<file path="config.mk">
export PLATFORM = sky130hd
export DESIGN_NAME = cls_top
export DESIGN_NICKNAME = d
export VERILOG_FILES = /design/src/logic/cls_sync.v /design/src/logic/cls_top.v
export VERILOG_INCLUDE_DIRS = /design/src /design/src/logic
export SDC_FILE = /design/constraint.sdc
export NUM_CORES = 1
export LEC_CHECK = 0
export BUFFER_PORTS_ARGS = -buffer_cell sky130_fd_sc_hd__buf_2
export CAP_MARGIN = 20
export CORE_MARGIN = 2
export CORE_UTILIZATION = 50
export CTS_BUF_LIST = sky130_fd_sc_hd__clkbuf_8
export CTS_CLUSTER_SIZE = 40
export DETAILED_ROUTE_END_ITERATION = 8
export PLACE_DENSITY_LB_ADDON = 0.05
export SKIP_LAST_GASP = 1
export SYNTH_ARGS = -nofsm -noshare
export SYNTH_HDL_FRONTEND = slang
export SYNTH_SLANG_ARGS = --single-unit
</file>
<file path="constraint.sdc">
create_clock -name clk -period 4.9 [get_ports clk]
set_input_delay 0 -clock clk [delete_from_list [all_inputs] [get_ports clk]]
set_output_delay 0 -clock clk [all_outputs]
set_load 0.05 [all_outputs]
</file>
<file path="src/logic/cls_map.vh">
// Constants for the configuration loader and security block
`ifndef CLS_MAP_VH
`define CLS_MAP_VH
// Timing
`define CLS_CLK_PERIOD_NS 10
`define CLS_LOAD_TIME_US  100
// Test port instruction register
`define CLS_IR_W         8
`define CLS_IR_CAPTURE   8'h01
`define CLS_IR_EXTEST    8'h00
`define CLS_IR_SAMPLE    8'h01
`define CLS_IR_INTEST    8'h02
`define CLS_IR_CLAMP     8'hFA
`define CLS_IR_HIGHZ     8'hFC
`define CLS_IR_USERCODE  8'hFD
`define CLS_IR_IDCODE    8'hFE
`define CLS_IR_BYPASS    8'hFF
`define CLS_IR_PROGRAM   8'hE0
`define CLS_IR_ERASE     8'hE1
`define CLS_IR_VERIFY    8'hE2
`define CLS_IR_UNLOCK_A  8'hE3
`define CLS_IR_UNLOCK_B  8'hE4
// Security word in the nonvolatile array
`define CLS_SEC_VALID 0
`define CLS_SEC_READ  1
`define CLS_SEC_WRITE 2
// Test port controller states
`define CLS_TAP_W    4
`define CLS_TAP_TLR  4'h0
`define CLS_TAP_RTI  4'h1
`define CLS_TAP_SDR  4'h2
`define CLS_TAP_CDR  4'h3
`define CLS_TAP_SHDR 4'h4
`define CLS_TAP_E1DR 4'h5
`define CLS_TAP_PDR  4'h6
`define CLS_TAP_E2DR 4'h7
`define CLS_TAP_UDR  4'h8
`define CLS_TAP_SIR  4'h9
`define CLS_TAP_CIR  4'hA
`define CLS_TAP_SHIR 4'hB
`define CLS_TAP_E1IR 4'hC
`define CLS_TAP_PIR  4'hD
`define CLS_TAP_E2IR 4'hE
`define CLS_TAP_UIR  4'hF
`endif

</file>
<file path="src/logic/cls_sync.v">
// Two-flop synchroniser for a bundle of asynchronous inputs
`timescale 1ns/1ps
`default_nettype none
module cls_sync #(
   parameter W = 1
) (
   input  wire         clk,
   input  wire         sys_rst,
   input  wire [W-1:0] din,
   output reg  [W-1:0] dout_r
);
   reg [W-1:0] meta_r;

   always @(posedge clk or posedge sys_rst)
   begin
      if (sys_rst)
      begin
         meta_r <= {W{1'b0}};
         dout_r <= {W{1'b0}};
      end
      else
      begin
         meta_r <= din;
         dout_r <= meta_r;
      end
   end
endmodule
`default_nettype wire

</file>
<file path="src/logic/cls_top.v">
// Power-up configuration loader with test port and data security
`timescale 1ns/1ps
`default_nettype none
`include "cls_map.vh"
module cls_top #(
   parameter N           = 8,
   parameter AW          = 8,
   parameter DW          = 4,
   parameter LOAD_CYCLES = (`CLS_LOAD_TIME_US * 1000) / `CLS_CLK_PERIOD_NS,
   parameter [31:0] ID_CODE   = 32'h1234_5001,
   parameter [31:0] USER_CODE = 32'hFFFF_FFFF
) (
   input  wire          clk,
   input  wire          sys_rst,
   input  wire          vcc_safe,
   input  wire          tck,
   input  wire          tms,
   input  wire          tdi,
   output reg           tdo_r,
   output reg           tdo_oe_r,
   output reg  [AW-1:0] nv_addr_r,
   input  wire [DW-1:0] nv_rdata,
   output reg  [DW-1:0] nv_wdata_r,
   output reg           nv_wr_r,
   output reg           nv_erase_r,
   output reg           latch_clr_r,
   output reg           latch_ld_r,
   output reg  [DW-1:0] latch_data_r,
   output reg           cfg_done_r,
   output reg           user_init_r,
   input  wire [N-1:0]  core_out,
   input  wire [N-1:0]  core_oe,
   input  wire [N-1:0]  pin_in,
   output reg  [N-1:0]  pin_out_r,
   output reg  [N-1:0]  pin_oe_r,
   output reg           pin_pullup_r,
   output reg  [N-1:0]  core_in_r
);
   // ID_CODE default value is arbitrary
   localparam DRW  = (N > 32) ? ((N > AW + DW) ? N : AW + DW) :
                     ((AW + DW > 32) ? AW + DW : 32);
   localparam [31:0] STEP_RAW = LOAD_CYCLES / (1 << AW);
   localparam [15:0] STEP_CYC = (STEP_RAW < 1) ? 16'h0001 :
                                STEP_RAW[15:0];
   localparam [AW-1:0] SEC_ADDR = {AW{1'b1}};
   localparam [AW-1:0] LAST_ADDR = {AW{1'b1}};
   localparam [2:0] LD_QUIET = 3'h0;
   localparam [2:0] LD_CLEAR = 3'h1;
   localparam [2:0] LD_SEC   = 3'h2;
   localparam [2:0] LD_STEP  = 3'h3;
   localparam [2:0] LD_RUN   = 3'h4;

   ////////////////////////////////////////////////////////////////////
   // Input synchronisers
   wire [N+3:0] sync_w;
   wire         vcc_s;
   wire         tck_s;
   wire         tms_s;
   wire         tdi_s;
   wire [N-1:0] pin_s;

   cls_sync #(
      .W (N + 4)
   ) u_sync (
      .clk     (clk),
      .sys_rst (sys_rst),
      .din     ({vcc_safe, tck, tms, tdi, pin_in}),
      .dout_r  (sync_w)
   );

   assign vcc_s = sync_w[N+3];
   assign tck_s = sync_w[N+2];
   assign tms_s = sync_w[N+1];
   assign tdi_s = sync_w[N];
   assign pin_s = sync_w[N-1:0];

   ////////////////////////////////////////////////////////////////////
   // Decode functions
   function isp_ir;
      input [`CLS_IR_W-1:0] ir;
      begin
         isp_ir = (ir == `CLS_IR_PROGRAM) || (ir == `CLS_IR_ERASE) ||
                  (ir == `CLS_IR_VERIFY) || (ir == `CLS_IR_UNLOCK_A) ||
                  (ir == `CLS_IR_UNLOCK_B);
      end
   endfunction

   function bsr_ir;
      input [`CLS_IR_W-1:0] ir;
      begin
         bsr_ir = (ir == `CLS_IR_EXTEST) || (ir == `CLS_IR_SAMPLE) ||
                  (ir == `CLS_IR_INTEST);
      end
   endfunction

   function [7:0] dr_len;
      input [`CLS_IR_W-1:0] ir;
      begin
         if (ir == `CLS_IR_IDCODE || ir == `CLS_IR_USERCODE)
            dr_len = 8'd32;
         else if (bsr_ir(ir))
            dr_len = N[7:0];
         else if (ir == `CLS_IR_PROGRAM || ir == `CLS_IR_VERIFY)
            dr_len = AW[7:0] + DW[7:0];
         else
            dr_len = 8'd1;
      end
   endfunction

   function [`CLS_TAP_W-1:0] tap_next;
      input [`CLS_TAP_W-1:0] st;
      input                  m;
      begin
         case (st)
            `CLS_TAP_TLR:  tap_next = m ? `CLS_TAP_TLR  : `CLS_TAP_RTI;
            `CLS_TAP_RTI:  tap_next = m ? `CLS_TAP_SDR  : `CLS_TAP_RTI;
            `CLS_TAP_SDR:  tap_next = m ? `CLS_TAP_SIR  : `CLS_TAP_CDR;
            `CLS_TAP_CDR:  tap_next = m ? `CLS_TAP_E1DR : `CLS_TAP_SHDR;
            `CLS_TAP_SHDR: tap_next = m ? `CLS_TAP_E1DR : `CLS_TAP_SHDR;
            `CLS_TAP_E1DR: tap_next = m ? `CLS_TAP_UDR  : `CLS_TAP_PDR;
            `CLS_TAP_PDR:  tap_next = m ? `CLS_TAP_E2DR : `CLS_TAP_PDR;
            `CLS_TAP_E2DR: tap_next = m ? `CLS_TAP_UDR  : `CLS_TAP_SHDR;
            `CLS_TAP_UDR:  tap_next = m ? `CLS_TAP_SDR  : `CLS_TAP_RTI;
            `CLS_TAP_SIR:  tap_next = m ? `CLS_TAP_TLR  : `CLS_TAP_CIR;
            `CLS_TAP_CIR:  tap_next = m ? `CLS_TAP_E1IR : `CLS_TAP_SHIR;
            `CLS_TAP_SHIR: tap_next = m ? `CLS_TAP_E1IR : `CLS_TAP_SHIR;
            `CLS_TAP_E1IR: tap_next = m ? `CLS_TAP_UIR  : `CLS_TAP_PIR;
            `CLS_TAP_PIR:  tap_next = m ? `CLS_TAP_E2IR : `CLS_TAP_PIR;
            `CLS_TAP_E2IR: tap_next = m ? `CLS_TAP_UIR  : `CLS_TAP_SHIR;
            `CLS_TAP_UIR:  tap_next = m ? `CLS_TAP_SDR  : `CLS_TAP_RTI;
            default:       tap_next = `CLS_TAP_TLR;
         endcase
      end
   endfunction

   ////////////////////////////////////////////////////////////////////
   // Shared state
   reg  [2:0]            ld_st_r;
   reg  [AW-1:0]         ld_addr_r;
   reg  [15:0]           ld_cnt_r;
   reg                   tap_en_r;
   reg                   rd_sec_r;
   reg                   wr_sec_r;
   reg                   valid_r;
   reg                   tck_d_r;
   reg  [`CLS_TAP_W-1:0] tap_st_r;
   reg  [`CLS_IR_W-1:0]  ir_sh_r;
   reg  [`CLS_IR_W-1:0]  ir_r;
   reg  [DRW-1:0]        dr_sh_r;
   reg  [N-1:0]          bsr_upd_r;
   reg  [AW-1:0]         isc_addr_r;
   reg  [DW-1:0]         isc_data_r;
   reg                   unlock_r;
   reg                   wr_req_r;
   reg                   erase_req_r;
   reg  [DRW-1:0]        dr_cap;
   reg  [DRW-1:0]        dr_sh_nxt;
   wire                  tck_rise;
   wire                  tck_fall;
   wire                  prog_ok;
   wire                  erase_ok;
   wire [7:0]            len;

   assign tck_rise = tck_s & ~tck_d_r;
   assign tck_fall = ~tck_s & tck_d_r;
   assign prog_ok  = ~rd_sec_r & (~wr_sec_r | unlock_r);
   assign erase_ok = ~wr_sec_r | unlock_r;
   assign len      = dr_len(ir_r);

   ////////////////////////////////////////////////////////////////////
   // Loader sequence on the internal clock
   always @(posedge clk or posedge sys_rst)
   begin
      if (sys_rst)
      begin
         ld_st_r      <= LD_QUIET;
         ld_addr_r    <= {AW{1'b0}};
         ld_cnt_r     <= 16'h0000;
         tap_en_r     <= 1'b0;
         latch_clr_r  <= 1'b0;
         latch_ld_r   <= 1'b0;
         latch_data_r <= {DW{1'b0}};
         cfg_done_r   <= 1'b0;
         user_init_r  <= 1'b0;
      end
      else
      begin
         latch_clr_r <= 1'b0;
         latch_ld_r  <= 1'b0;
         user_init_r <= 1'b0;
         if (!vcc_s)
         begin
            ld_st_r    <= LD_QUIET;
            tap_en_r   <= 1'b0;
            cfg_done_r <= 1'b0;
         end
         else
         begin
            case (ld_st_r)
               LD_QUIET:
               begin
                  ld_st_r     <= LD_CLEAR;
                  latch_clr_r <= 1'b1;
               end
               LD_CLEAR:
               begin
                  ld_st_r   <= LD_SEC;
                  ld_addr_r <= SEC_ADDR;
               end
               LD_SEC:
               begin
                  // Array address lags by a cycle, wait for the word
                  if (nv_addr_r == SEC_ADDR)
                  begin
                     ld_st_r   <= LD_STEP;
                     tap_en_r  <= 1'b1;
                     ld_addr_r <= {AW{1'b0}};
                     ld_cnt_r  <= 16'h0000;
                  end
               end
               LD_STEP:
               begin
                  if (ld_cnt_r == STEP_CYC - 16'h0001)
                  begin
                     ld_cnt_r     <= 16'h0000;
                     latch_ld_r   <= 1'b1;
                     latch_data_r <= nv_rdata;
                     ld_addr_r    <= ld_addr_r + {{(AW-1){1'b0}}, 1'b1};
                     if (ld_addr_r == LAST_ADDR)
                        ld_st_r <= LD_RUN;
                  end
                  else
                     ld_cnt_r <= ld_cnt_r + 16'h0001;
               end
               LD_RUN:
               begin
                  if (!cfg_done_r)
                     user_init_r <= 1'b1;
                  cfg_done_r <= 1'b1;
               end
               default:
                  ld_st_r <= LD_QUIET;
            endcase
         end
      end
   end

   ////////////////////////////////////////////////////////////////////
   // Array port: address from the loader until LD_RUN, then from the test port; write data and strobes always from the test port
   always @(posedge clk or posedge sys_rst)
   begin
      if (sys_rst)
      begin
         nv_addr_r  <= {AW{1'b0}};
         nv_wdata_r <= {DW{1'b0}};
         nv_wr_r    <= 1'b0;
         nv_erase_r <= 1'b0;
      end
      else
      begin
         nv_addr_r  <= (ld_st_r == LD_RUN) ? isc_addr_r : ld_addr_r;
         nv_wdata_r <= isc_data_r;
         nv_wr_r    <= wr_req_r;
         nv_erase_r <= erase_req_r;
      end
   end

   ////////////////////////////////////////////////////////////////////
   // Security bits
   always @(posedge clk or posedge sys_rst)
   begin
      if (sys_rst)
      begin
         rd_sec_r <= 1'b0;
         wr_sec_r <= 1'b0;
         valid_r  <= 1'b0;
      end
      else if (ld_st_r == LD_SEC && nv_addr_r == SEC_ADDR)
      begin
         rd_sec_r <= nv_rdata[`CLS_SEC_READ];
         wr_sec_r <= nv_rdata[`CLS_SEC_WRITE];
         valid_r  <= nv_rdata[`CLS_SEC_VALID];
      end
      else if (erase_req_r)
      begin
         rd_sec_r <= 1'b0;
         wr_sec_r <= 1'b0;
         valid_r  <= 1'b0;
      end
      else if (wr_req_r && isc_addr_r == SEC_ADDR)
      begin
         rd_sec_r <= rd_sec_r | isc_data_r[`CLS_SEC_READ];
         wr_sec_r <= wr_sec_r | isc_data_r[`CLS_SEC_WRITE];
         valid_r  <= valid_r | isc_data_r[`CLS_SEC_VALID];
      end
   end

   ////////////////////////////////////////////////////////////////////
   // Data register capture and shift
   always @*
   begin
      dr_cap = {DRW{1'b0}};
      if (ir_r == `CLS_IR_IDCODE)
         dr_cap[31:0] = ID_CODE;
      else if (ir_r == `CLS_IR_USERCODE)
         dr_cap[31:0] = USER_CODE;
      else if (bsr_ir(ir_r))
         dr_cap[N-1:0] = pin_s;
      else if (ir_r == `CLS_IR_VERIFY)
      begin
         dr_cap[AW+DW-1:DW] = isc_addr_r;
         if (!rd_sec_r)
            dr_cap[DW-1:0] = nv_rdata;
      end
   end

   always @*
   begin
      dr_sh_nxt = dr_sh_r >> 1;
      dr_sh_nxt[len-1] = tdi_s;
   end

   ////////////////////////////////////////////////////////////////////
   // Test access port
   always @(posedge clk or posedge sys_rst)
   begin
      if (sys_rst)
      begin
         tck_d_r     <= 1'b0;
         tap_st_r    <= `CLS_TAP_TLR;
         ir_sh_r     <= {`CLS_IR_W{1'b0}};
         ir_r        <= `CLS_IR_IDCODE;
         dr_sh_r     <= {DRW{1'b0}};
         bsr_upd_r   <= {N{1'b0}};
         isc_addr_r  <= {AW{1'b0}};
         isc_data_r  <= {DW{1'b0}};
         unlock_r    <= 1'b0;
         wr_req_r    <= 1'b0;
         erase_req_r <= 1'b0;
         tdo_r       <= 1'b0;
         tdo_oe_r    <= 1'b0;
      end
      else
      begin
         tck_d_r     <= tck_s;
         wr_req_r    <= 1'b0;
         erase_req_r <= 1'b0;
         if (!tap_en_r)
         begin
            tap_st_r <= `CLS_TAP_TLR;
            ir_r     <= `CLS_IR_IDCODE;
            unlock_r <= 1'b0;
            tdo_oe_r <= 1'b0;
         end
         else if (tck_rise)
         begin
            tap_st_r <= tap_next(tap_st_r, tms_s);
            case (tap_st_r)
               `CLS_TAP_TLR:
               begin
                  ir_r     <= `CLS_IR_IDCODE;
                  unlock_r <= 1'b0;
               end
               `CLS_TAP_CDR:
                  dr_sh_r <= dr_cap;
               `CLS_TAP_SHDR:
                  dr_sh_r <= dr_sh_nxt;
               `CLS_TAP_UDR:
               begin
                  if (bsr_ir(ir_r) || ir_r == `CLS_IR_CLAMP)
                     bsr_upd_r <= dr_sh_r[N-1:0];
                  if (ir_r == `CLS_IR_PROGRAM || ir_r == `CLS_IR_VERIFY)
                     isc_addr_r <= dr_sh_r[AW+DW-1:DW];
                  if (ir_r == `CLS_IR_PROGRAM)
                  begin
                     isc_data_r <= dr_sh_r[DW-1:0];
                     wr_req_r   <= prog_ok;
                  end
                  if (ir_r == `CLS_IR_ERASE)
                     erase_req_r <= erase_ok;
               end
               `CLS_TAP_CIR:
                  ir_sh_r <= `CLS_IR_CAPTURE;
               `CLS_TAP_SHIR:
                  ir_sh_r <= {tdi_s, ir_sh_r[`CLS_IR_W-1:1]};
               `CLS_TAP_UIR:
               begin
                  ir_r <= ir_sh_r;
                  if (ir_sh_r == `CLS_IR_UNLOCK_B &&
                      ir_r == `CLS_IR_UNLOCK_A)
                     unlock_r <= 1'b1;
               end
               default:
                  ir_r <= ir_r;
            endcase
         end
         else if (tck_fall)
         begin
            tdo_r    <= (tap_st_r == `CLS_TAP_SHIR) ? ir_sh_r[0] :
                        dr_sh_r[0];
            tdo_oe_r <= (tap_st_r == `CLS_TAP_SHIR) ||
                        (tap_st_r == `CLS_TAP_SHDR);
         end
      end
   end

   ////////////////////////////////////////////////////////////////////
   // User pins
   always @(posedge clk or posedge sys_rst)
   begin
      if (sys_rst)
      begin
         pin_out_r    <= {N{1'b0}};
         pin_oe_r     <= {N{1'b0}};
         pin_pullup_r <= 1'b1;
         core_in_r    <= {N{1'b0}};
      end
      else if (ir_r == `CLS_IR_EXTEST || ir_r == `CLS_IR_CLAMP)
      begin
         pin_out_r    <= bsr_upd_r;
         pin_oe_r     <= {N{1'b1}};
         pin_pullup_r <= 1'b0;
         core_in_r    <= {N{1'b0}};
      end
      else if (!cfg_done_r || !valid_r || isp_ir(ir_r) ||
               ir_r == `CLS_IR_INTEST || ir_r == `CLS_IR_HIGHZ)
      begin
         pin_out_r    <= {N{1'b0}};
         pin_oe_r     <= {N{1'b0}};
         pin_pullup_r <= 1'b1;
         core_in_r    <= {N{1'b0}};
      end
      else
      begin
         pin_out_r    <= core_out;
         pin_oe_r     <= core_oe;
         pin_pullup_r <= 1'b0;
         core_in_r    <= pin_s;
      end
   end
endmodule
`default_nettype wire

</file>
# Yosys cells after proc, flatten, opt, wreduce, memory -nomap -nowiden
# Cells that the tools add are included.
# totals
register_bits	180
input_bits	34
out_inout_bits	49
word_cells	238
# classes
addsub	3
order_cmp	2
n_eq_ne	49
muxes	91
bitwise_logic	12
n_reduce_logical	46
# op_table
op	n
$eq A8 B8 Y1 const B	13
$mux W8	12
$pmux W32 S2	1
$pmux W4 S12	1
$mux W1	43
$mux W4	10
$bwmux W32	1
$eq A4 B4 Y1 const B	8
$ge A32 B1 Y1 const B	1
$lt A32 B6 Y1 const B	1
$mux W16	2
$mux W32	1
$pmux W16 S2	1
$pmux W8 S2	2
$mux W12	2
$pmux W8 S3	1
$mux W20	1
$reduce_and A4 Y1	5
$mux W3	6
$reduce_and A3 Y1	6
$add A16 B1 Y16 const B	1
$eq A16 B6 Y1 const B	1
$eq A4 B3 Y1 const B	4
$logic_or A1 B1 Y1	15
other kinds (31)	64

# Longest topological paths before layout
# depth
ltp_word	12
ltp_mapped	10

# Cells and area by module
# A second synthesis with hierarchy kept.
# unflattened
hier_cells	715
hier_area_um2	7867.5
# by_module_without_submodules
module	instances	cells_per_inst	area_each_um2	seq_area_each_um2
cls_top	1	690	7263.2	3913.8
cls_sync	1	25	604.3	600.6

# Least setup slack after synthesis
# No wires, ideal clock.
# synth_path
path_type	register to register
start	register ir_r[4]
end	register dr_sh_r[11]
setup_ps	119
t_arrival_ps	2046
t_required_ps	4781
path_slack_ps	2735
stages_incl_launch_ff	10
path_buffers	0
path_cell_list	dfstp_2 nand3_1 a211oi_2 inv_1 ha_1 nor3b_1 nand3_1 mux2i_1 o221ai_1 o21a_1
# synth_via
elab_chain_len	12
word_cells_on_any_way	26
classes_between	add/sub (1); order compare (2); eq/ne (6); mux (11); reduce/logical (6)
# synth_rtl
element	line	text
start, declared	cls_top.v:148	reg [`CLS_IR_W-1:0] ir_r;
start signal, assigned	cls_top.v:332	ir_r <= `CLS_IR_IDCODE;
start signal, assigned	cls_top.v:351	ir_r <= `CLS_IR_IDCODE;
start signal, assigned	cls_top.v:361	ir_r <= `CLS_IR_IDCODE;
$eq A8 B8 Y1 (no line), or another cell as far along	--	
$logic_or A1 B1 Y1 (on tied branches)	--	
$mux W4 or $logic_or A1 B1 Y1 (tied branches)	cls_top.v:103, cls_top.v:91	
$mux W4	cls_top.v:101	else if (bsr_ir(ir))
$mux W6	cls_top.v:99	if (ir == `CLS_IR_IDCODE || ir == `CLS_IR_USERCODE)
$sub A8 B1 Y9	cls_top.v:320	dr_sh_nxt[len-1] = tdi_s;
$ge A32 B1 Y1 (implied by the code) or $lt A32 B6 Y1 (tied branches)	cls_top.v:320	
$logic_and A1 B1 Y1 (implied by the code)	cls_top.v:320	
$mux W1 (implied by the code)	cls_top.v:320	
$demux W1 S5	cls_top.v:320	
$bwmux W32	cls_top.v:320	
$pmux W32 S2 (*)	cls_top.v:358	case (tap_st_r)
end signal, assigned	cls_top.v:333	dr_sh_r <= {DRW{1'b0}};
end signal, assigned	cls_top.v:365	dr_sh_r <= dr_cap;
end signal, assigned	cls_top.v:367	dr_sh_r <= dr_sh_nxt;
end, declared	cls_top.v:149	reg [DRW-1:0] dr_sh_r;
# Every way passes the cells marked *; elsewhere a longest branch is shown, timed or not.
# A chain may end at the register's enable or synchronous reset.

# Worst setup path in the final report
# layout_path
start	register tap_st_r[0]
end	register dr_sh_r[0]
# layout_via
elab_chain_len	3
word_cells_on_any_way	5
classes_between	eq/ne (2); mux (1); reduce/logical (2)
# layout_rtl
element	line	text
start, declared	cls_top.v:146	reg [`CLS_TAP_W-1:0] tap_st_r;
start signal, assigned	cls_top.v:330	tap_st_r <= `CLS_TAP_TLR;
start signal, assigned	cls_top.v:350	tap_st_r <= `CLS_TAP_TLR;
start signal, assigned	cls_top.v:357	tap_st_r <= tap_next(tap_st_r, tms_s);
$eq A4 B3 Y1 or $eq A4 B2 Y1 (tied branches)	cls_top.v:358	
$reduce_bool A2 Y1 (no line)	--	
$reduce_and A3 Y1 (no line)	--	
# Parallel ways exist; a longest one is shown, timed or not.

==> reports/qor.log <==
INFO  status         outcome=completed
INFO  global_routing grt_antenna_before_repair=0
INFO  critical_path  startpoint_type=register
INFO  route          via_count=6144
INFO  pwr            power.density=359nW/um2
INFO  floorplan      core=15700um2
INFO  logic_synthesis synth-async-reset-ratio=100%
INFO  critical_path  critical_setup_path_class=reg -> reg
INFO  sta            slew_headroom=35.0%
INFO  critical_path  cp.required=5.23ns
INFO  placed_design  place.detailed.hpwl=12500um
INFO  placed_design  placedInstanceArea=8530um2
INFO  clock_tree     clockBufferDepth=2
INFO  floorplan      floorplan.die.width=130um
INFO  global_routing grt_start_max_net_pins=66
INFO  sta            timing_hold_violations_final=0
INFO  sta            worst_slack=1.92ns
INFO  critical_path  r2r_start=tap_st_r[0]
INFO  critical_path  worst_ep_arrival_time=3.31ns
INFO  final_layout   stdcell_area=9330um2
INFO  final_layout   fill_cells=1358
INFO  route          avgViaCountPerCell=5.69
INFO  sta            max_clock_skew=0.0103ns
INFO  sta            rsz0062_at_grt=false
INFO  clock_tree     path_clk_slew=0.09ns
INFO  clock_tree     clk-insertion-delay-late=0.46ns
INFO  sta            setup_viol_count_final=0
INFO  sta            tightest_slew=0.971ns
INFO  sta            report.final.slew_viol_count=0
INFO  route          firstDrtPassIters=5
INFO  clock_tree     clock_tree.root_cell=sky130_fd_sc_hd__clkbuf_8
INFO  logic_synthesis ff_latch_count_synth=180
INFO  final_layout   num_antenna_cells=0
INFO  critical_path  cp_cell_sequence=or3b_1, a211oi_4, buf_4, nand3_1, o221ai_1, a31oi_1
INFO  route          routed_wire_length_per_instance=17.0um
INFO  pwr            sequential_fraction_of_design_power=50.8%
INFO  logic_synthesis yosys-top-cells-area=sky130_fd_sc_hd__dfrtp_1 (54%), sky130_fd_sc_hd__a21oi_1 (4.8%), sky130_fd_sc_hd__mux2_2 (4.0%)
INFO  final_layout   syn_to_final_growth=17.2%
INFO  route          drc=0
INFO  clock_tree     cts.sinks=180
INFO  sta            timing.hold.ws=0.159ns
INFO  critical_path  cpLargestDelayFamily=compound AO/OA/AOI/OAI gates
INFO  critical_path  worstPathBufferInverterCount=1
INFO  pwr            p_leak=0.00422uW
INFO  final_layout   final_net_count=888
INFO  pwr            p_comb_share=14.6%
INFO  logic_synthesis synthMostInstantiatedCell=sky130_fd_sc_hd__dfrtp_1
INFO  floorplan      rows=46
INFO  placed_design  post-place-ws=1.94ns
INFO  final_layout   drive_above_1_share=21.1%
INFO  critical_path  critical_path.max_fanout=43
INFO  pwr            power.ir.vdd_worst=0.000193V
INFO  sta            finalSetupTns=0ns
INFO  critical_path  worst_r2r_path_depth=6
INFO  logic_synthesis synth_cells=750
INFO  global_routing groute.usage.overall=22.2%
INFO  placed_design  place_congestion=0.938
INFO  logic_synthesis post_synth.cell_area_avg=10.6um2
INFO  floorplan      design.die.area=16900um2
INFO  critical_path  critPathMaxStageDelay=0.78ns
INFO  pwr            net_sw_share=29.2%
INFO  logic_synthesis synth_area_leader_cell=sky130_fd_sc_hd__dfrtp_1
INFO  logic_synthesis synthDistinctLibCells=73
INFO  floorplan      design.portCount=83
INFO  pwr            post_route_total_power=3350uW
INFO  route          routed_wirelength=18300um
INFO  pwr            intPower=2370uW
INFO  route          route.antenna.remaining_nets=0
INFO  floorplan      die_y=130um
INFO  hold_path      hold_class=in -> async
INFO  floorplan      initial_core_util=50.7%
INFO  clock_tree     cts_tree=yes
INFO  logic_synthesis number_of_warning_messages_in_the_yosys_log=0
INFO  global_routing global_route_congestion_overflow_total=0
INFO  logic_synthesis share_of_yosys_cell_area_claimed_by_the_top_area_cell_type=54.1%
INFO  logic_synthesis synth_seq_area_share=56.7%
INFO  critical_path  regToRegSetupSlack=1.92ns
INFO  placed_design  portBuffers=82
INFO  clock_tree     number_of_buffers_inserted_during_clock_tree_synthesis=17
INFO  critical_path  r2r_end=dr_sh_r[0]
INFO  global_routing via_count_of_the_first_global_routing_pass=5756
INFO  logic_synthesis synth_top_cells_by_count=sky130_fd_sc_hd__dfrtp_1 (172), sky130_fd_sc_hd__a21oi_1 (77), sky130_fd_sc_hd__nand2_1 (62), sky130_fd_sc_hd__nor2_1 (62), sky130_fd_sc_hd__o21ai_0 (54)
INFO  global_routing grt_first_pass_wirelength=29300um
INFO  logic_synthesis synth-edff-count=0
INFO  clock_tree     htree_num_levels=4
INFO  pwr            power_switching=979uW
INFO  clock_tree     post_cts_resize_count=0
INFO  logic_synthesis synthesis.area=7960um2
INFO  sta            fmax=335MHz
INFO  sta            layout_min_cycle_time=2.98ns
INFO  logic_synthesis ys_dominant_reg_cell=sky130_fd_sc_hd__dfrtp_1
INFO  critical_path  critPathSlowestCell=sky130_fd_sc_hd__a211oi_4
INFO  flow_run       count_of_maximum_capacitance_violations=0
INFO  sta            finalCritPeriodShare=60.9%
INFO  logic_synthesis syn_nets=788
INFO  critical_path  end_kind=register
INFO  route          initial_drc_count=470
INFO  pwr            p_clk_share=34.6%
-- routing by layer --
metal  track usage [%]  wire (um)  up-vias
li1                  -          -     2926
met1              31.5       8600     3011
met2              34.6       8570      183
met3              4.47        903       24
met4              7.15        263        0
met5                 0          0        -
-- tightest hold or removal path, stage by stage --
cell and delay, ns:
sky130_fd_sc_hd__dlygate4sd3_1 0.54, sky130_fd_sc_hd__buf_2 0.15, sky130_fd_sc_hd__inv_6 0.40
-- final cells by class --
class,instances,area [um2],share of cell area (%)
multi-input cells,510,3210,34.4
repair buffers,121,786,8.42
well taps,216,270,2.90
inverters,20,80.1,0.858
flip-flops and latches,180,4510,48.4
clock buffers,19,262,2.80
clock inverters,13,205,2.20
-- state kept, by name (all words and copies together), names as in the netlist, 8 cells and up --
register and count:
dr_sh_r 32, ld_cnt_r 16, u_sync.dout_r 12, u_sync.meta_r 12
bsr_upd_r 8, core_in_r 8, ir_r 8, ir_sh_r 8
isc_addr_r 8, ld_addr_r 8, nv_addr_r 8, pin_oe_r 8
pin_out_r 8
-- power by group through the flow --
stage          combinational [uW]  clock (uW)  sequential [uW]
2_1_floorplan                 257           0             1800
3_3_place_gp                  461           0             1720
3_5_place_dp                  470           0             1730
4_1_cts                       491        1180             1700
5_1_grt                       539        1240             1720
6_report                      489        1160             1700
-- cell usage in the layout, fill, tap and decap left out, types with 11 or more instances in the layout --
cell / instances
sky130_fd_sc_hd__dfrtp_1: 172
sky130_fd_sc_hd__nand4_1: 11
sky130_fd_sc_hd__inv_1: 19
sky130_fd_sc_hd__nor3_1: 19
sky130_fd_sc_hd__and2_1: 11
sky130_fd_sc_hd__a22o_1: 12
sky130_fd_sc_hd__a21oi_1: 77
sky130_fd_sc_hd__o21ai_0: 54
sky130_fd_sc_hd__dlygate4sd3_1: 33
sky130_fd_sc_hd__clkbuf_8: 19
sky130_fd_sc_hd__nor2_1: 62
sky130_fd_sc_hd__nand3_1: 19
sky130_fd_sc_hd__nand2_1: 62
sky130_fd_sc_hd__mux2_2: 28
sky130_fd_sc_hd__buf_2: 82
-- cells by family (layout without fill, tap and decap cells) --
group                      count (synthesis)  after routing  share of synthesized area [%]
muxes                                     34             34                           4.73
DFF                                      180            180                           56.7
buffers and inverters                     60            173                           3.14
adders and majority gates                  4              4                          0.629
and+or+nand+nor                          251            251                           16.9
AOI/OAI and AO/OA                        221            221                           17.9
-- timing repair --
item | in CTS | in global routing
hold endpoints to repair | 100 | 0
setup buffers | 0 | 0
hold buffers | 33 | 0
-- stage by stage --
step | utilization (%) | cells
6_report | 59.4 | 1079
3_5_place_dp | 54.3 | 1014
3_3_place_gp | 54.3 | 1014
5_1_grt | 59.4 | 1079
4_1_cts | 59.4 | 1079
2_1_floorplan | - | 750
-- worst max path at each step --
stage / startpoint / endpoint / slack [ns] / cells after the start
global placement: tap_st_r[0] / dr_sh_r[0] / 2.05 / 6
global route: tap_st_r[0] / dr_sh_r[0] / 1.65 / 6
floorplan: sys_rst / bsr_upd_r[0] / 0.03 / 1
finish: tap_st_r[0] / dr_sh_r[0] / 1.92 / 6
CTS: tap_st_r[0] / dr_sh_r[0] / 1.93 / 6
detailed placement: tap_st_r[0] / dr_sh_r[0] / 1.94 / 6
No activity file was read; power rests on OpenSTA's default activity.
